## src/include/spi_ee_pkg.sv

```systemverilog
/*
 * Shared constants for the serial EEPROM command and protect logic and
 * for its SPI controller: opcodes, status fields, timing and the
 * controller's own register map.
 * Assumes a 125 MHz system clock common to both ends.
 */
package spi_ee_pkg;

	// Opcodes; bit 3 is a don't-care, removed by the mask.
	localparam logic [7:0] OP_MASK  = 8'hF7;
	localparam logic [7:0] OP_SET_WE  = 8'h06;
	localparam logic [7:0] OP_CLR_WE  = 8'h04;
	localparam logic [7:0] OP_RD_STAT = 8'h05;
	localparam logic [7:0] OP_WR_STAT = 8'h01;
	localparam logic [7:0] OP_READ  = 8'h03;
	localparam logic [7:0] OP_WRITE = 8'h02;

	// Status register field positions.
	localparam int SR_BUSY = 0;
	localparam int SR_WEL  = 1;
	localparam int SR_BP_LO = 2;
	localparam int SR_BP_HI = 3;
	localparam int SR_HPE  = 7;
	localparam logic [7:0] SR_BUSY_VIEW = 8'hFF;
	localparam logic [1:0] BP_RESET  = 2'h0;
	localparam logic       HPE_RESET = 1'b0;

	// Array geometry and protected region bases.
	localparam int ADDR_W = 12;
	localparam int PAGE_W = 5;
	localparam logic [11:0] PROT_QTR_BASE  = 12'hC00;
	localparam logic [11:0] PROT_HALF_BASE = 12'h800;

	// Timing.
	localparam int CLK_PERIOD_NS  = 8;
	localparam int WRITE_TIME_NS  = 5000000;
	localparam int WRITE_CYCLES   = WRITE_TIME_NS / CLK_PERIOD_NS;
	localparam int LINK_PERIOD_NS = 160;
	localparam int SCK_HALF_CYCLES = LINK_PERIOD_NS / 2 / CLK_PERIOD_NS;

	// Controller registers, byte addresses.
	localparam logic [7:0] REG_CTRL = 8'h00;
	localparam logic [7:0] REG_TX   = 8'h04;
	localparam logic [7:0] REG_RX   = 8'h08;
	localparam logic [7:0] REG_STAT = 8'h0C;
	localparam logic [7:0] REG_DIV  = 8'h10;
	localparam int CTRL_CS   = 0;
	localparam int CTRL_WP_N = 1;
	localparam int STAT_RUN  = 0;
	localparam int STAT_CS_N = 1;
	localparam logic [1:0] CTRL_RESET = 2'h2;

	// Device frame states, Gray along idle-op-addr-write.
	typedef enum logic [2:0] {
		ST_IDLE = 3'h0,
		ST_OP   = 3'h1,
		ST_ADDR = 3'h3,
		ST_ARRW = 3'h2,
		ST_TX   = 3'h6,
		ST_WSR  = 3'h7
	} dev_state_e;

endpackage : spi_ee_pkg

```

## src/include/spi_link_if.sv

```systemverilog
/*
 * The serial link between controller and EEPROM device.
 * Assumes the bench reads the output enable; the so_line net shows a
 * pulled-up level whenever the device is not driving.
 */
`timescale 1ns/1ps
interface spi_link_if;
	logic cs_n;
	logic sck;
	logic si;
	logic wp_n;
	logic so;
	logic so_oe_n;
	logic so_line;

	// Resolved data-out level; an undriven line floats high.
	assign so_line = so_oe_n ? 1'b1 : so;

	modport dev (
		input  cs_n,
		input  sck,
		input  si,
		input  wp_n,
		output so,
		output so_oe_n
	);

	modport ctl (
		output cs_n,
		output sck,
		output si,
		output wp_n,
		input  so_line
	);
endinterface : spi_link_if

```

## src/rtl/spi_ee_device.sv

```systemverilog
/*
 * Command decoder, status register and write protection of a serial
 * EEPROM, seen from its SPI slave pins.
 * Assumes all link pins are asynchronous to clk and that the link clock
 * half period spans at least four clk cycles. The array itself sits
 * outside: accepted write bytes leave on wr_*, read data enter on
 * rd_data for the address on rd_addr.
 */
`timescale 1ns/1ps

// Overview of operation
// - Status register writable only when unprotected.
// - Bit 0 busy; busy accepts only status read.
// - Latch cleared at reset, set by enable.
// - Block bits reset zero, always guard array.
// - Bits four to six read zero.
// - Enable bit plus low pin locks status.
// - Enable bit clears only with pin high.
// - All status bits read one while busy.
// - Block pair selects quarter, half or all.
// - Opcode then address, data, MSB first.
// - Output bits change on falling clock edge.
// - Chip select rise ends frame, starts operation.
// - Decode latch set, clear and status read.
// - Decode status write, array read, write.
// - Opcode bit three is ignored.
// - Latch cleared after clear, status, array write.
// - Status byte repeats while select stays low.
// - Status write keeps only protect bits.
// - Status write needs latch, no hardware lock.
// - New status settings apply after cycle.
// - Controller reads status before any write.
// - Only SPI modes zero and three.
// - Standby with output released when deselected.
module spi_ee_device #(
	parameter int WRITE_CYCLES = spi_ee_pkg::WRITE_CYCLES
) (
	input  wire logic                          clk,
	input  wire logic                          rst,
	spi_link_if.dev                            link,
	output logic                               wr_stb,
	output logic [spi_ee_pkg::ADDR_W-1:0]      wr_addr,
	output logic [7:0]                         wr_data,
	output logic [spi_ee_pkg::ADDR_W-1:0]      rd_addr,
	input  wire logic [7:0]                    rd_data,
	output logic                               busy
);
	import spi_ee_pkg::*;

	localparam int CW = $clog2(WRITE_CYCLES + 1);

	logic [3:0]          meta_q, sync_q, prev_q;
	logic                sck_s, cs_s, si_s, wp_s;
	logic                sck_rise, sck_fall, cs_rise, cs_fall;
	dev_state_e          st_q, st_d;
	logic [2:0]          bit_q, bit_d;
	logic [7:0]          op_q, op_d, sh_q, sh_d, tx_q, tx_d;
	logic [ADDR_W-1:0]   addr_q, addr_d;
	logic                abyte_q, abyte_d, opok_q, opok_d;
	logic                so_q, so_d, oe_n_q, oe_n_d;
	logic                wel_q, wel_d, hpe_q, hpe_d;
	logic [1:0]          bp_q, bp_d;
	logic [2:0]          pend_q, pend_d;
	logic                pendv_q, pendv_d, wsr_q, wsr_d;
	logic                busy_q, busy_d, wany_q, wany_d;
	logic [CW-1:0]       wcnt_q, wcnt_d;
	logic                stb_q, stb_d;
	logic [ADDR_W-1:0]   waddr_q, waddr_d;
	logic [7:0]          wdat_q, wdat_d;
	logic [7:0]          nb, cmd, view, obyte;
	logic                hwp, new_hpe;

	// Two flops per pin, then one more stage used only for edges.
	always_ff @(posedge clk or posedge rst) begin
		if (rst) begin
			meta_q <= 4'hF;
			sync_q <= 4'hF;
			prev_q <= 4'hF;
		end else begin
			meta_q <= {link.wp_n, link.si, link.cs_n, link.sck};
			sync_q <= meta_q;
			prev_q <= sync_q;
		end
	end

	// Edge events; the link clock is only trusted while selected.
	assign sck_s    = sync_q[0];
	assign cs_s     = sync_q[1];
	assign si_s     = sync_q[2];
	assign wp_s     = sync_q[3];
	assign sck_rise = sck_s & ~prev_q[0] & ~cs_s;
	assign sck_fall = ~sck_s & prev_q[0] & ~cs_s;
	assign cs_rise  = cs_s & ~prev_q[1];
	assign cs_fall  = ~cs_s & prev_q[1];

	// Array protect test for the current block pair.
	function automatic logic prot(input logic [1:0] bp,
			input logic [ADDR_W-1:0] a);
		unique case (bp)
			2'h0: prot = 1'b0;
			2'h1: prot = (a >= PROT_QTR_BASE);
			2'h2: prot = (a >= PROT_HALF_BASE);
			2'h3: prot = 1'b1;
		endcase
	endfunction : prot

	// Hardware lock and the byte that a status read shows.
	assign hwp  = hpe_q & ~wp_s;
	assign view = busy_q ? SR_BUSY_VIEW :
		{hpe_q, 3'h0, bp_q, wel_q, 1'b0};
	assign nb   = {sh_q[6:0], si_s};
	assign cmd  = op_q & OP_MASK;
	assign obyte = (cmd == OP_RD_STAT) ? view : rd_data;
	// Refusing to drop the enable bit is kept even though the lock
	// already blocks the write; both read the same wp_s sample.
	assign new_hpe = nb[7] | (hpe_q & ~wp_s);

	// Next-state logic for the frame decoder and the status bits.
	always_comb begin
		st_d = st_q;
		bit_d = bit_q;
		op_d = op_q;
		sh_d = sh_q;
		tx_d = tx_q;
		addr_d = addr_q;
		abyte_d = abyte_q;
		opok_d = opok_q;
		so_d = so_q;
		oe_n_d = oe_n_q;
		wel_d = wel_q;
		hpe_d = hpe_q;
		bp_d = bp_q;
		pend_d = pend_q;
		pendv_d = pendv_q;
		wsr_d = wsr_q;
		busy_d = busy_q;
		wany_d = wany_q;
		wcnt_d = wcnt_q;
		stb_d = 1'b0;
		waddr_d = waddr_q;
		wdat_d = wdat_q;
		// Self-timed cycle; status settings land only at its end.
		if (busy_q) begin
			wcnt_d = wcnt_q - 1'b1;
			if (wcnt_q == CW'(1)) begin
				busy_d = 1'b0;
				pendv_d = 1'b0;
				if (pendv_q) begin
					hpe_d = pend_q[2];
					bp_d = pend_q[1:0];
				end
			end
		end
		if (cs_fall) begin
			st_d = ST_OP;
			bit_d = 3'h0;
			abyte_d = 1'b0;
			opok_d = 1'b0;
			wany_d = 1'b0;
			wsr_d = 1'b0;
		end else if (cs_rise) begin
			st_d = ST_IDLE;
			oe_n_d = 1'b1;
			// The operation starts on deselect, never earlier.
			if (opok_q && !busy_q) begin
				unique case (cmd)
					OP_SET_WE: wel_d = 1'b1;
					OP_CLR_WE: wel_d = 1'b0;
					OP_WR_STAT: if (wsr_q) begin
						wel_d = 1'b0;
						pendv_d = 1'b1;
						busy_d = 1'b1;
						wcnt_d = CW'(WRITE_CYCLES);
					end
					OP_WRITE: if (wany_q) begin
						wel_d = 1'b0;
						busy_d = 1'b1;
						wcnt_d = CW'(WRITE_CYCLES);
					end
					default: ;
				endcase
			end
		end else if (sck_rise) begin
			sh_d = nb;
			bit_d = bit_q + 3'h1;
			if (bit_q == 3'h7) begin
				unique case (st_q)
					ST_OP: begin
						op_d = nb;
						opok_d = !busy_q ||
							((nb & OP_MASK) == OP_RD_STAT);
						st_d = ST_IDLE;
						if (opok_d) begin
							unique case (nb & OP_MASK)
								OP_RD_STAT: st_d = ST_TX;
								OP_READ, OP_WRITE: st_d = ST_ADDR;
								OP_WR_STAT: st_d = ST_WSR;
								default: st_d = ST_IDLE;
							endcase
						end
					end
					ST_ADDR: begin
						abyte_d = 1'b1;
						if (!abyte_q) begin
							addr_d[11:8] = nb[3:0];
						end else begin
							addr_d[7:0] = nb;
							st_d = (cmd == OP_READ) ? ST_TX : ST_ARRW;
						end
					end
					ST_WSR: begin
						pend_d = {new_hpe, nb[SR_BP_HI],
							nb[SR_BP_LO]};
						wsr_d = wel_q & ~hwp;
						st_d = ST_IDLE;
					end
					ST_ARRW: begin
						if (wel_q && !prot(bp_q, addr_q)) begin
							stb_d = 1'b1;
							waddr_d = addr_q;
							wdat_d = nb;
							wany_d = 1'b1;
						end
						// Writes wrap inside the current page.
						addr_d[PAGE_W-1:0] = addr_q[PAGE_W-1:0] +
							PAGE_W'(1);
					end
					default: ;
				endcase
			end
		end else if (sck_fall && st_q == ST_TX) begin
			oe_n_d = 1'b0;
			// A fresh byte is fetched once every eight bits.
			if (bit_q == 3'h0) begin
				so_d = obyte[7];
				tx_d = {obyte[6:0], 1'b0};
				if (cmd == OP_READ) begin
					addr_d = addr_q + 12'h001;
				end
			end else begin
				so_d = tx_q[7];
				tx_d = {tx_q[6:0], 1'b0};
			end
		end
	end

	// State registers; protect bits come up at their factory value.
	always_ff @(posedge clk or posedge rst) begin
		if (rst) begin
			st_q <= ST_IDLE;
			bit_q <= 3'h0;
			op_q <= 8'h00;
			sh_q <= 8'h00;
			tx_q <= 8'h00;
			addr_q <= 12'h000;
			abyte_q <= 1'b0;
			opok_q <= 1'b0;
			so_q <= 1'b0;
			oe_n_q <= 1'b1;
			wel_q <= 1'b0;
			hpe_q <= HPE_RESET;
			bp_q <= BP_RESET;
			pend_q <= 3'h0;
			pendv_q <= 1'b0;
			wsr_q <= 1'b0;
			busy_q <= 1'b0;
			wany_q <= 1'b0;
			wcnt_q <= '0;
			stb_q <= 1'b0;
			waddr_q <= 12'h000;
			wdat_q <= 8'h00;
		end else begin
			st_q <= st_d;
			bit_q <= bit_d;
			op_q <= op_d;
			sh_q <= sh_d;
			tx_q <= tx_d;
			addr_q <= addr_d;
			abyte_q <= abyte_d;
			opok_q <= opok_d;
			so_q <= so_d;
			oe_n_q <= oe_n_d;
			wel_q <= wel_d;
			hpe_q <= hpe_d;
			bp_q <= bp_d;
			pend_q <= pend_d;
			pendv_q <= pendv_d;
			wsr_q <= wsr_d;
			busy_q <= busy_d;
			wany_q <= wany_d;
			wcnt_q <= wcnt_d;
			stb_q <= stb_d;
			waddr_q <= waddr_d;
			wdat_q <= wdat_d;
		end
	end

	// Outputs, all from flops.
	assign link.so = so_q;
	assign link.so_oe_n = oe_n_q;
	assign wr_stb = stb_q;
	assign wr_addr = waddr_q;
	assign wr_data = wdat_q;
	assign rd_addr = addr_q;
	assign busy = busy_q;

endmodule : spi_ee_device

```

## src/flat_wrapper.sv

```systemverilog
// flat-port wrapper written by rule: the top's interface ports become plain ports
module spi_ee_device_flat import spi_ee_pkg::*;
#(
	parameter int WRITE_CYCLES = spi_ee_pkg::WRITE_CYCLES
)
  (clk, rst, wr_stb, wr_addr, wr_data, rd_addr, rd_data, busy, link_cs_n, link_sck, link_si, link_wp_n, link_so, link_so_oe_n);
  spi_link_if link_i ();
  input  wire logic clk;
  input  wire logic rst;
  output logic wr_stb;
  output logic [spi_ee_pkg::ADDR_W-1:0] wr_addr;
  output logic [7:0] wr_data;
  output logic [spi_ee_pkg::ADDR_W-1:0] rd_addr;
  input  wire logic [7:0] rd_data;
  output logic busy;
  input wire logic [$bits(link_i.cs_n)-1:0] link_cs_n;
  input wire logic [$bits(link_i.sck)-1:0] link_sck;
  input wire logic [$bits(link_i.si)-1:0] link_si;
  input wire logic [$bits(link_i.wp_n)-1:0] link_wp_n;
  output wire logic [$bits(link_i.so)-1:0] link_so;
  output wire logic [$bits(link_i.so_oe_n)-1:0] link_so_oe_n;
  assign link_i.cs_n = link_cs_n;
  assign link_i.sck = link_sck;
  assign link_i.si = link_si;
  assign link_i.wp_n = link_wp_n;
  assign link_so = link_i.so;
  assign link_so_oe_n = link_i.so_oe_n;
  spi_ee_device #(.WRITE_CYCLES(WRITE_CYCLES)) u_core (.clk(clk), .rst(rst), .link(link_i), .wr_stb(wr_stb), .wr_addr(wr_addr), .wr_data(wr_data), .rd_addr(rd_addr), .rd_data(rd_data), .busy(busy));
endmodule
```

## config.mk

```make
export PLATFORM = sky130hd
export DESIGN_NAME = spi_ee_device_flat
export DESIGN_NICKNAME = d
export VERILOG_FILES = /design/src/include/spi_ee_pkg.sv /design/src/include/spi_link_if.sv /design/src/rtl/spi_ee_device.sv /design/src/flat_wrapper.sv
export SDC_FILE = /design/constraint.sdc
export NUM_CORES = 1
export LEC_CHECK = 0
export BUFFER_PORTS_ARGS = -buffer_cell sky130_fd_sc_hd__buf_2
export CAP_MARGIN = 30
export CORE_MARGIN = 2
export CORE_UTILIZATION = 50
export CTS_CLUSTER_DIAMETER = 120
export DETAILED_ROUTE_END_ITERATION = 12
export PLACE_DENSITY = 0.66
export SLEW_MARGIN = 15
export SYNTH_ARGS = -nofsm -noshare
export SYNTH_HDL_FRONTEND = slang
export SYNTH_SLANG_ARGS = --single-unit
```

## constraint.sdc

```tcl
create_clock -name clk -period 4.1 [get_ports clk]
set_input_delay 0.82 -clock clk [delete_from_list [all_inputs] [get_ports clk]]
set_output_delay 0.82 -clock clk [all_outputs]
set_load 0.01 [all_outputs]
```

==> results.txt, run 1 <==
----------------------------------------------------
[Yosys]
  Nets in the synthesized netlist ... 495
  Synthesized instance count ... 472
  Synth Register Bits ... 105
  Unique cell type count in the Yosys netlist ... 56
  Area leader, netlist ... sky130_fd_sc_hd__dfrtp_1
  Synthesized area per cell ... 10.6 um2
  Cell types with the largest area share after synthesis ... sky130_fd_sc_hd__dfrtp_1 (47%), sky130_fd_sc_hd__mux2_2 (9.9%), sky130_fd_sc_hd__dfstp_2 (5.8%), sky130_fd_sc_hd__nand2_1 (3.3%), sky130_fd_sc_hd__a21oi_1 (3.0%)
  Combined area of all synthesized cells ... 5020 um2
  Post-synth ARST share ... 100%
  Portion of the post-synthesis area used by sequential elements ... 52.7%
  Ys flop type ... sky130_fd_sc_hd__dfrtp_1
  EDFF count, synth ... 0
  Synth warnings ... 0
  Share of Yosys cell area claimed by the top area cell type ... 46.9%

[Setup path]
  Critical path's largest stage delay ... 710 ps
  Data required time of the critical path ... 4310 ps
  Cell repeated most along the worst path ... sky130_fd_sc_hd__nand2_1
  Sort of element at the start of the critical path ... flip-flop
  Worst path arrival time ... 2850 ps
  Family with the most delay on the worst path ... simple AND/OR/NAND/NOR gates
  Start-to-end type of the worst setup path ... reg -> reg
  Peak fanout along the critical path ... 13
  Critical path cell sequence ... ha_1 > nand2_1 > nor3_1 > nand2_1 > nor2b_1 > a211oi_1
  Cell with the largest stage delay on the worst path ... sky130_fd_sc_hd__nor2b_1
  CP Buf/Inv Count ... 0
  Endpoint type of the worst setup path ... flip-flop

[Drt]
  DRC marker count from the first detailed-route iteration ... 241
  Detailed-route via count ... 3723
  Wire length reported by the detailed router ... 10900 um
  Number of detailed-route iterations in the first pass ... 4
  Post-route DRC ... 0
  Average detailed-routed wire length per instance ... 16.8 um
  Count of nets left with antenna violations after detail routing ... 0
  Routed vias/inst ... 5.70

[Finish]
  Cell area after layout ... 5600 um2
  Share of the core filled with cells in the final layout ... 57.3%
  Number of inserted diodes ... 0
  Layout cells sized above 1 ... 26.2%
  Nets@finish ... 538
  Commonest non-fill, non-tap cell in the layout ... sky130_fd_sc_hd__dfrtp_1
  Non-filler cells, final ... 653
  Layout-stage area growth over the synthesis result ... 11.7%
  Commonest cells after routing, fill and taps aside ... sky130_fd_sc_hd__dfrtp_1 (94), sky130_fd_sc_hd__buf_2 (50), sky130_fd_sc_hd__nand2_1 (44), sky130_fd_sc_hd__mux2_2 (44), sky130_fd_sc_hd__nor2_1 (33)

[Floorplan]
  Die Ht ... 104 um
  I/O pin count ... 50
  Chip width ... 104 um
  Total Die Area ... 10800 um2
  Effective utilization at floorplan ... 51.3%
  Area inside the core boundary ... 9770 um2
  Std-Cell Rows ... 36

[Timing]
  Accumulated negative setup slack ... 0 ps
  Crit path time final ... 2640 ps
  Setup Viol. Count Final ... 0
  Worst Max-Slew Pin Slew ... 897 ps
  Final slew viol count ... 0
  Max-slew headroom at the worst pin ... 40.1%
  Post-route clock skew ... 16.0 ps
  Final setup slack of the worst path ... 1460 ps
  RSZ-0062 raised after global routing ... false
  Hold Vio Cnt, Final ... 0
  FMAX ... 379 MHz
  Final Cycle Share ... 64.3%

[CTS]
  Max Root-Sink Buffers ... 2
  Root cell of the clock tree ... sky130_fd_sc_hd__clkbuf_8
  Clock Pin Slew Worst Setup and Hold Paths ... 100 ps
  CTS tree ... built
  Clock latency on the worst-skew pair ... 370 ps
  Num Clock Sinks ... 105
  Post-cts resize count ... 0
  Total of hold buffers inserted after clock tree synthesis ... 0
  Number of H-tree levels ... 3
  Post CTS Setup Buffer Count ... 0
  Num CTS Buffers ... 9

[Global routing]
  Grt ovf ... 0
  Largest net degree at the start of global routing ... 61
  Vias in the first global route ... 3720
  Global-route wire length before repair ... 18400 um
  Overall Global Routing Usage ... 20.9%
  Antenna violations before repair ... 0

[Placement]
  Number of instances in the placed design ... 636
  Worst setup timing slack at the placement stage ... 1200 ps
  Placed standard-cell area ... 5390 um2
  RePlAce Congestion ... 0.865
  Number of buffers inserted by port buffering ... 49
  Detailed Place HPWL ... 7450 um

[Pwr]
  PD cells ... 386 nW/um2
  Leakage ... 2.70 nW
  Maximum vdd ir drop ... 0.212 mV

[Outcome]
  Status ... finished, final reports clean

[Hold path]
  HP Class ... reg -> reg

[Run]
  Max-cap check violation count ... 0

----------------------------------------------------
final timing paths:
kind                                        from                end  slack [ps]  depth (start not counted)
worst min-delay path            u_core.meta_q[3]   u_core.sync_q[3]         360                          0
max in group asynchronous                    rst   u_core.sync_q[1]        2820                          3
worst max register to register  u_core.sync_q[1]   u_core.wcnt_q[1]        1460                          6
worst max-delay path            u_core.sync_q[1]   u_core.wcnt_q[1]        1460                          6
min in group asynchronous                    rst  u_core.wcnt_q[13]         510                          2
worst min register to register  u_core.meta_q[3]   u_core.sync_q[3]         360                          0
Yosys cell counts, drive strengths merged, types with 2 or more instances:
master and number:
nor2 33, nand4b 3, or3b 2, o31a 6, nor3b 2, o31ai 3
dfstp 11, ha 9, o22ai 4, dfrtp 94, o2111ai 2, clkbuf 16
and3 3, xor2 9, buf 5, a22o 2, and3b 2, or4 7
mux2 44, or3 7, a31oi 3, nand3b 2, a31o 2, o21a 2
o211ai 3, nand2 44, nand4bb 2, a21o 4, mux2i 4, o22a 2
nor2b 2, xnor2 6, a21oi 31, nand4 3, nor3 19, nand2b 6
nor4 4, and4 2, o21ai 24, inv 17, nand3 16
power breakdown:
part	leakage [nW]	internal (W)	switching, W	total, W
combinational	1.22	0.000116	0.000133	0.000249
clock	0.104	0.000296	0.000394	0.000690
sequential	1.38	0.00111	0.000115	0.00123
total	2.70	0.00152	0.000642	0.00216
state kept, by name (all words and copies together) (netlist names), 3 cells and up:
register / flops
u_core.tx_q: 7
u_core.pend_q: 3
u_core.bit_q: 3
u_core.wr_addr: 12
u_core.sh_q: 7
u_core.rd_addr: 12
u_core.op_q: 7
u_core.wr_data: 8
u_core.sync_q: 4
u_core.st_q: 3
u_core.wcnt_q: 20
u_core.meta_q: 4
logic make-up (layout without fill, tap and decap cells):
| group | count (synthesis) | count (layout) | share of synthesized area [%] |
|---|---|---|---|
| and+or+nand+nor | 161 | 161 | 16.8 |
| DFF | 105 | 105 | 52.7 |
| AOI/OAI and AO/OA | 96 | 96 | 12.0 |
| muxes | 48 | 48 | 10.7 |
| buffers and inverters | 38 | 86 | 2.94 |
| xor gates and xnor gates | 15 | 15 | 2.62 |
| adders and majority gates | 9 | 9 | 2.24 |
per-stage QoR:
step                hold WS (ps)  power [W]
floorplan                    345    0.00140
global placement             346    0.00148
detailed placement           347    0.00149
CTS                          363    0.00218
global route                 366    0.00226
finish                       361    0.00216
layer usage:
layer | GRT usage [%] | up-vias | part of all wire [%]
met1 | 28.9 | 1838 | 48
met4 | 8.20 | 0 | 2.2
met3 | 3.20 | 20 | 3.5
met2 | 33.2 | 87 | 46
li1 | - | 1778 | -
met5 | 0 | - | 0
area by class of cell:
class | instances | area (um2)
Timing Repair Buffer | 53 | 285
Clock buffer | 9 | 124
Tap cell | 133 | 166
Inverter | 17 | 66.3
Multi-Input combinational cell | 329 | 2230
Clock inverter | 7 | 86.3
Sequential cell | 105 | 2640
Fill cell | 903 | 4170
(Power assumes the default switching activity.)
==> run 2, diff against run 1 <==
==> constraint.sdc (replaced) <==
create_clock -name clk -period 2.5 [get_ports clk]
set_input_delay 0.5 -clock clk [delete_from_list [all_inputs] [get_ports clk]]
set_output_delay 0.5 -clock clk [all_outputs]
set_load 0.01 [all_outputs]
==> results.txt, run 2 (synthesized netlist as in run 1, its figures left out) <==
----------------------------------------------------
[Outcome]
  Status ... finished, final reports clean

[Drt]
  Post-route DRC ... 0
  Number of detailed-route iterations in the first pass ... 5
  Routed vias/inst ... 5.65
  Average detailed-routed wire length per instance ... 16.1 um
  Wire length reported by the detailed router ... 10700 um
  DRC marker count from the first detailed-route iteration ... 163
  Detailed-route via count ... 3752
  Count of nets left with antenna violations after detail routing ... 0

[CTS]
  Max Root-Sink Buffers ... 2
  Total of hold buffers inserted after clock tree synthesis ... 0
  Clock latency on the worst-skew pair ... 370 ps
  Root cell of the clock tree ... sky130_fd_sc_hd__clkbuf_8
  Num CTS Buffers ... 9
  Num Clock Sinks ... 105
  Clock Pin Slew Worst Setup and Hold Paths ... 100 ps
  Post CTS Setup Buffer Count ... 0
  Post-cts resize count ... 0
  CTS tree ... built
  Number of H-tree levels ... 3

[Pwr]
  Maximum vdd ir drop ... 0.445 mV
  Switching power summed over all nets ... 0.000996 W
  Switch share ... 27.5%
  Leakage ... 2.77 nW
  Combinational fraction of design power ... 12.5%
  Clock Power Share ... 33.0%
  PD cells ... 634 nW/um2
  Seq pwr share ... 54.6%
  Power Internal ... 0.00263 W

[Floorplan]
  I/O pin count ... 50
  Area inside the core boundary ... 9770 um2
  Effective utilization at floorplan ... 51.3%
  Std-Cell Rows ... 36
  Total Die Area ... 10800 um2
  Chip width ... 104 um
  Die Ht ... 104 um

[Timing]
  Accumulated negative setup slack ... 0 ps
  Post-route clock skew ... 13.5 ps
  Final slew viol count ... 0
  RSZ-0062 raised after global routing ... false
  Crit path time final ... 2290 ps
  Worst Max-Slew Pin Slew ... 647 ps
  Max-slew headroom at the worst pin ... 56.5%
  Hold Vio Cnt, Final ... 0
  Worst hold slack ... 212 ps
  Setup Viol. Count Final ... 0
  Final setup slack of the worst path ... 208 ps
  FMAX ... 436 MHz
  Final Cycle Share ... 91.7%

[Placement]
  RePlAce Congestion ... 0.905
  Detailed Place HPWL ... 7380 um
  Number of buffers inserted by port buffering ... 49
  Worst setup timing slack at the placement stage ... 224 ps

[Global routing]
  Global-route wire length before repair ... 18200 um
  Overall Global Routing Usage ... 20.7%
  Grt ovf ... 0
  Antenna violations before repair ... 0
  Largest net degree at the start of global routing ... 106
  Vias in the first global route ... 3682

[Finish]
  Reg area ... 2640 um2
  Commonest non-fill, non-tap cell in the layout ... sky130_fd_sc_hd__dfrtp_1
  Commonest cells after routing, fill and taps aside ... sky130_fd_sc_hd__dfrtp_1 (94), sky130_fd_sc_hd__buf_2 (49), sky130_fd_sc_hd__nand2_1 (44), sky130_fd_sc_hd__mux2_2 (44), sky130_fd_sc_hd__nor2_1 (33)
  Filler cell count in the final layout ... 867
  Number of flip-flops under the largest register name ... 20
  Register with the highest flop count ... u_core.wcnt_q
  Number of inserted diodes ... 0
  Nets@finish ... 549
  Layout cells sized above 1 ... 27.7%
  Layout-stage area growth over the synthesis result ... 14.1%
  Combined area of the multi-input logic cells ... 2230 um2

[Setup path]
  Sort of element at the start of the critical path ... flip-flop
  Endpoint type of the worst setup path ... flip-flop
  Start-to-end type of the worst setup path ... reg -> reg
  Peak fanout along the critical path ... 5
  Worst path arrival time ... 2550 ps
  Data required time of the critical path ... 2760 ps

[Run]
  Max-cap check violation count ... 0

[Hold path]
  HP Class ... in -> reg

----------------------------------------------------
run 2: path summary, 6_finish.rpt:
path	start	end	slack [ps]	cells after the start
max	u_core.wcnt_q[13]	u_core.hpe_q	210	5
min	link_si	u_core.meta_q[2]	210	1
max reg2reg	u_core.wcnt_q[13]	u_core.hpe_q	210	5
min reg2reg	u_core.meta_q[2]	u_core.sync_q[2]	360	0
max in group asynchronous	rst	u_core.st_q[0]	1790	3
min in group asynchronous	rst	u_core.link.so	250	3
run 2: stage by stage:
stage                     cells  power (W)  instance area [um2]  util (%)
after floorplan             472    0.00230                 5020         -
after global placement      648    0.00245                 5490      56.2
after detailed placement    648    0.00247                 5490      56.2
after CTS                   664    0.00367                 5720      58.6
after global routing        664    0.00381                 5720      58.6
final                       664    0.00363                 5720      58.6
run 2: per-layer routing:
metal / track usage [%] / vias to the layer above / routed length (um)
met3: 4.14 / 16 / 420
met1: 27.8 / 1852 / 4970
met5: 0 / - / 0
li1: - / 1803 / -
met4: 6.37 / 0 / 158
met2: 33.9 / 81 / 5130
run 2: power groups by stage:
stage | clock network (W) | registers, W | logic, W
2_1_floorplan | 0 | 0.00193 | 0.000369
3_3_place_gp | 0 | 0.00201 | 0.000440
3_5_place_dp | 0 | 0.00202 | 0.000452
4_1_cts | 0.00124 | 0.00198 | 0.000454
5_1_grt | 0.00130 | 0.00200 | 0.000509
6_report | 0.00120 | 0.00198 | 0.000452
run 2: final cells by class:
type,count,area share (%)
clock buffers,10,2.40
clock inverters,6,1.64
inverters,17,1.18
multi-input cells,329,39.0
flip-flops and latches,105,46.2
well taps,133,2.91
repair buffers,64,6.69
run 2: critical path: stages, from the launching register on:
cell                      delay, ps
sky130_fd_sc_hd__dfrtp_1        410
sky130_fd_sc_hd__or4_1          610
sky130_fd_sc_hd__nor3_2         270
sky130_fd_sc_hd__nand3_1        180
sky130_fd_sc_hd__or3_4          440
sky130_fd_sc_hd__mux2_2         280
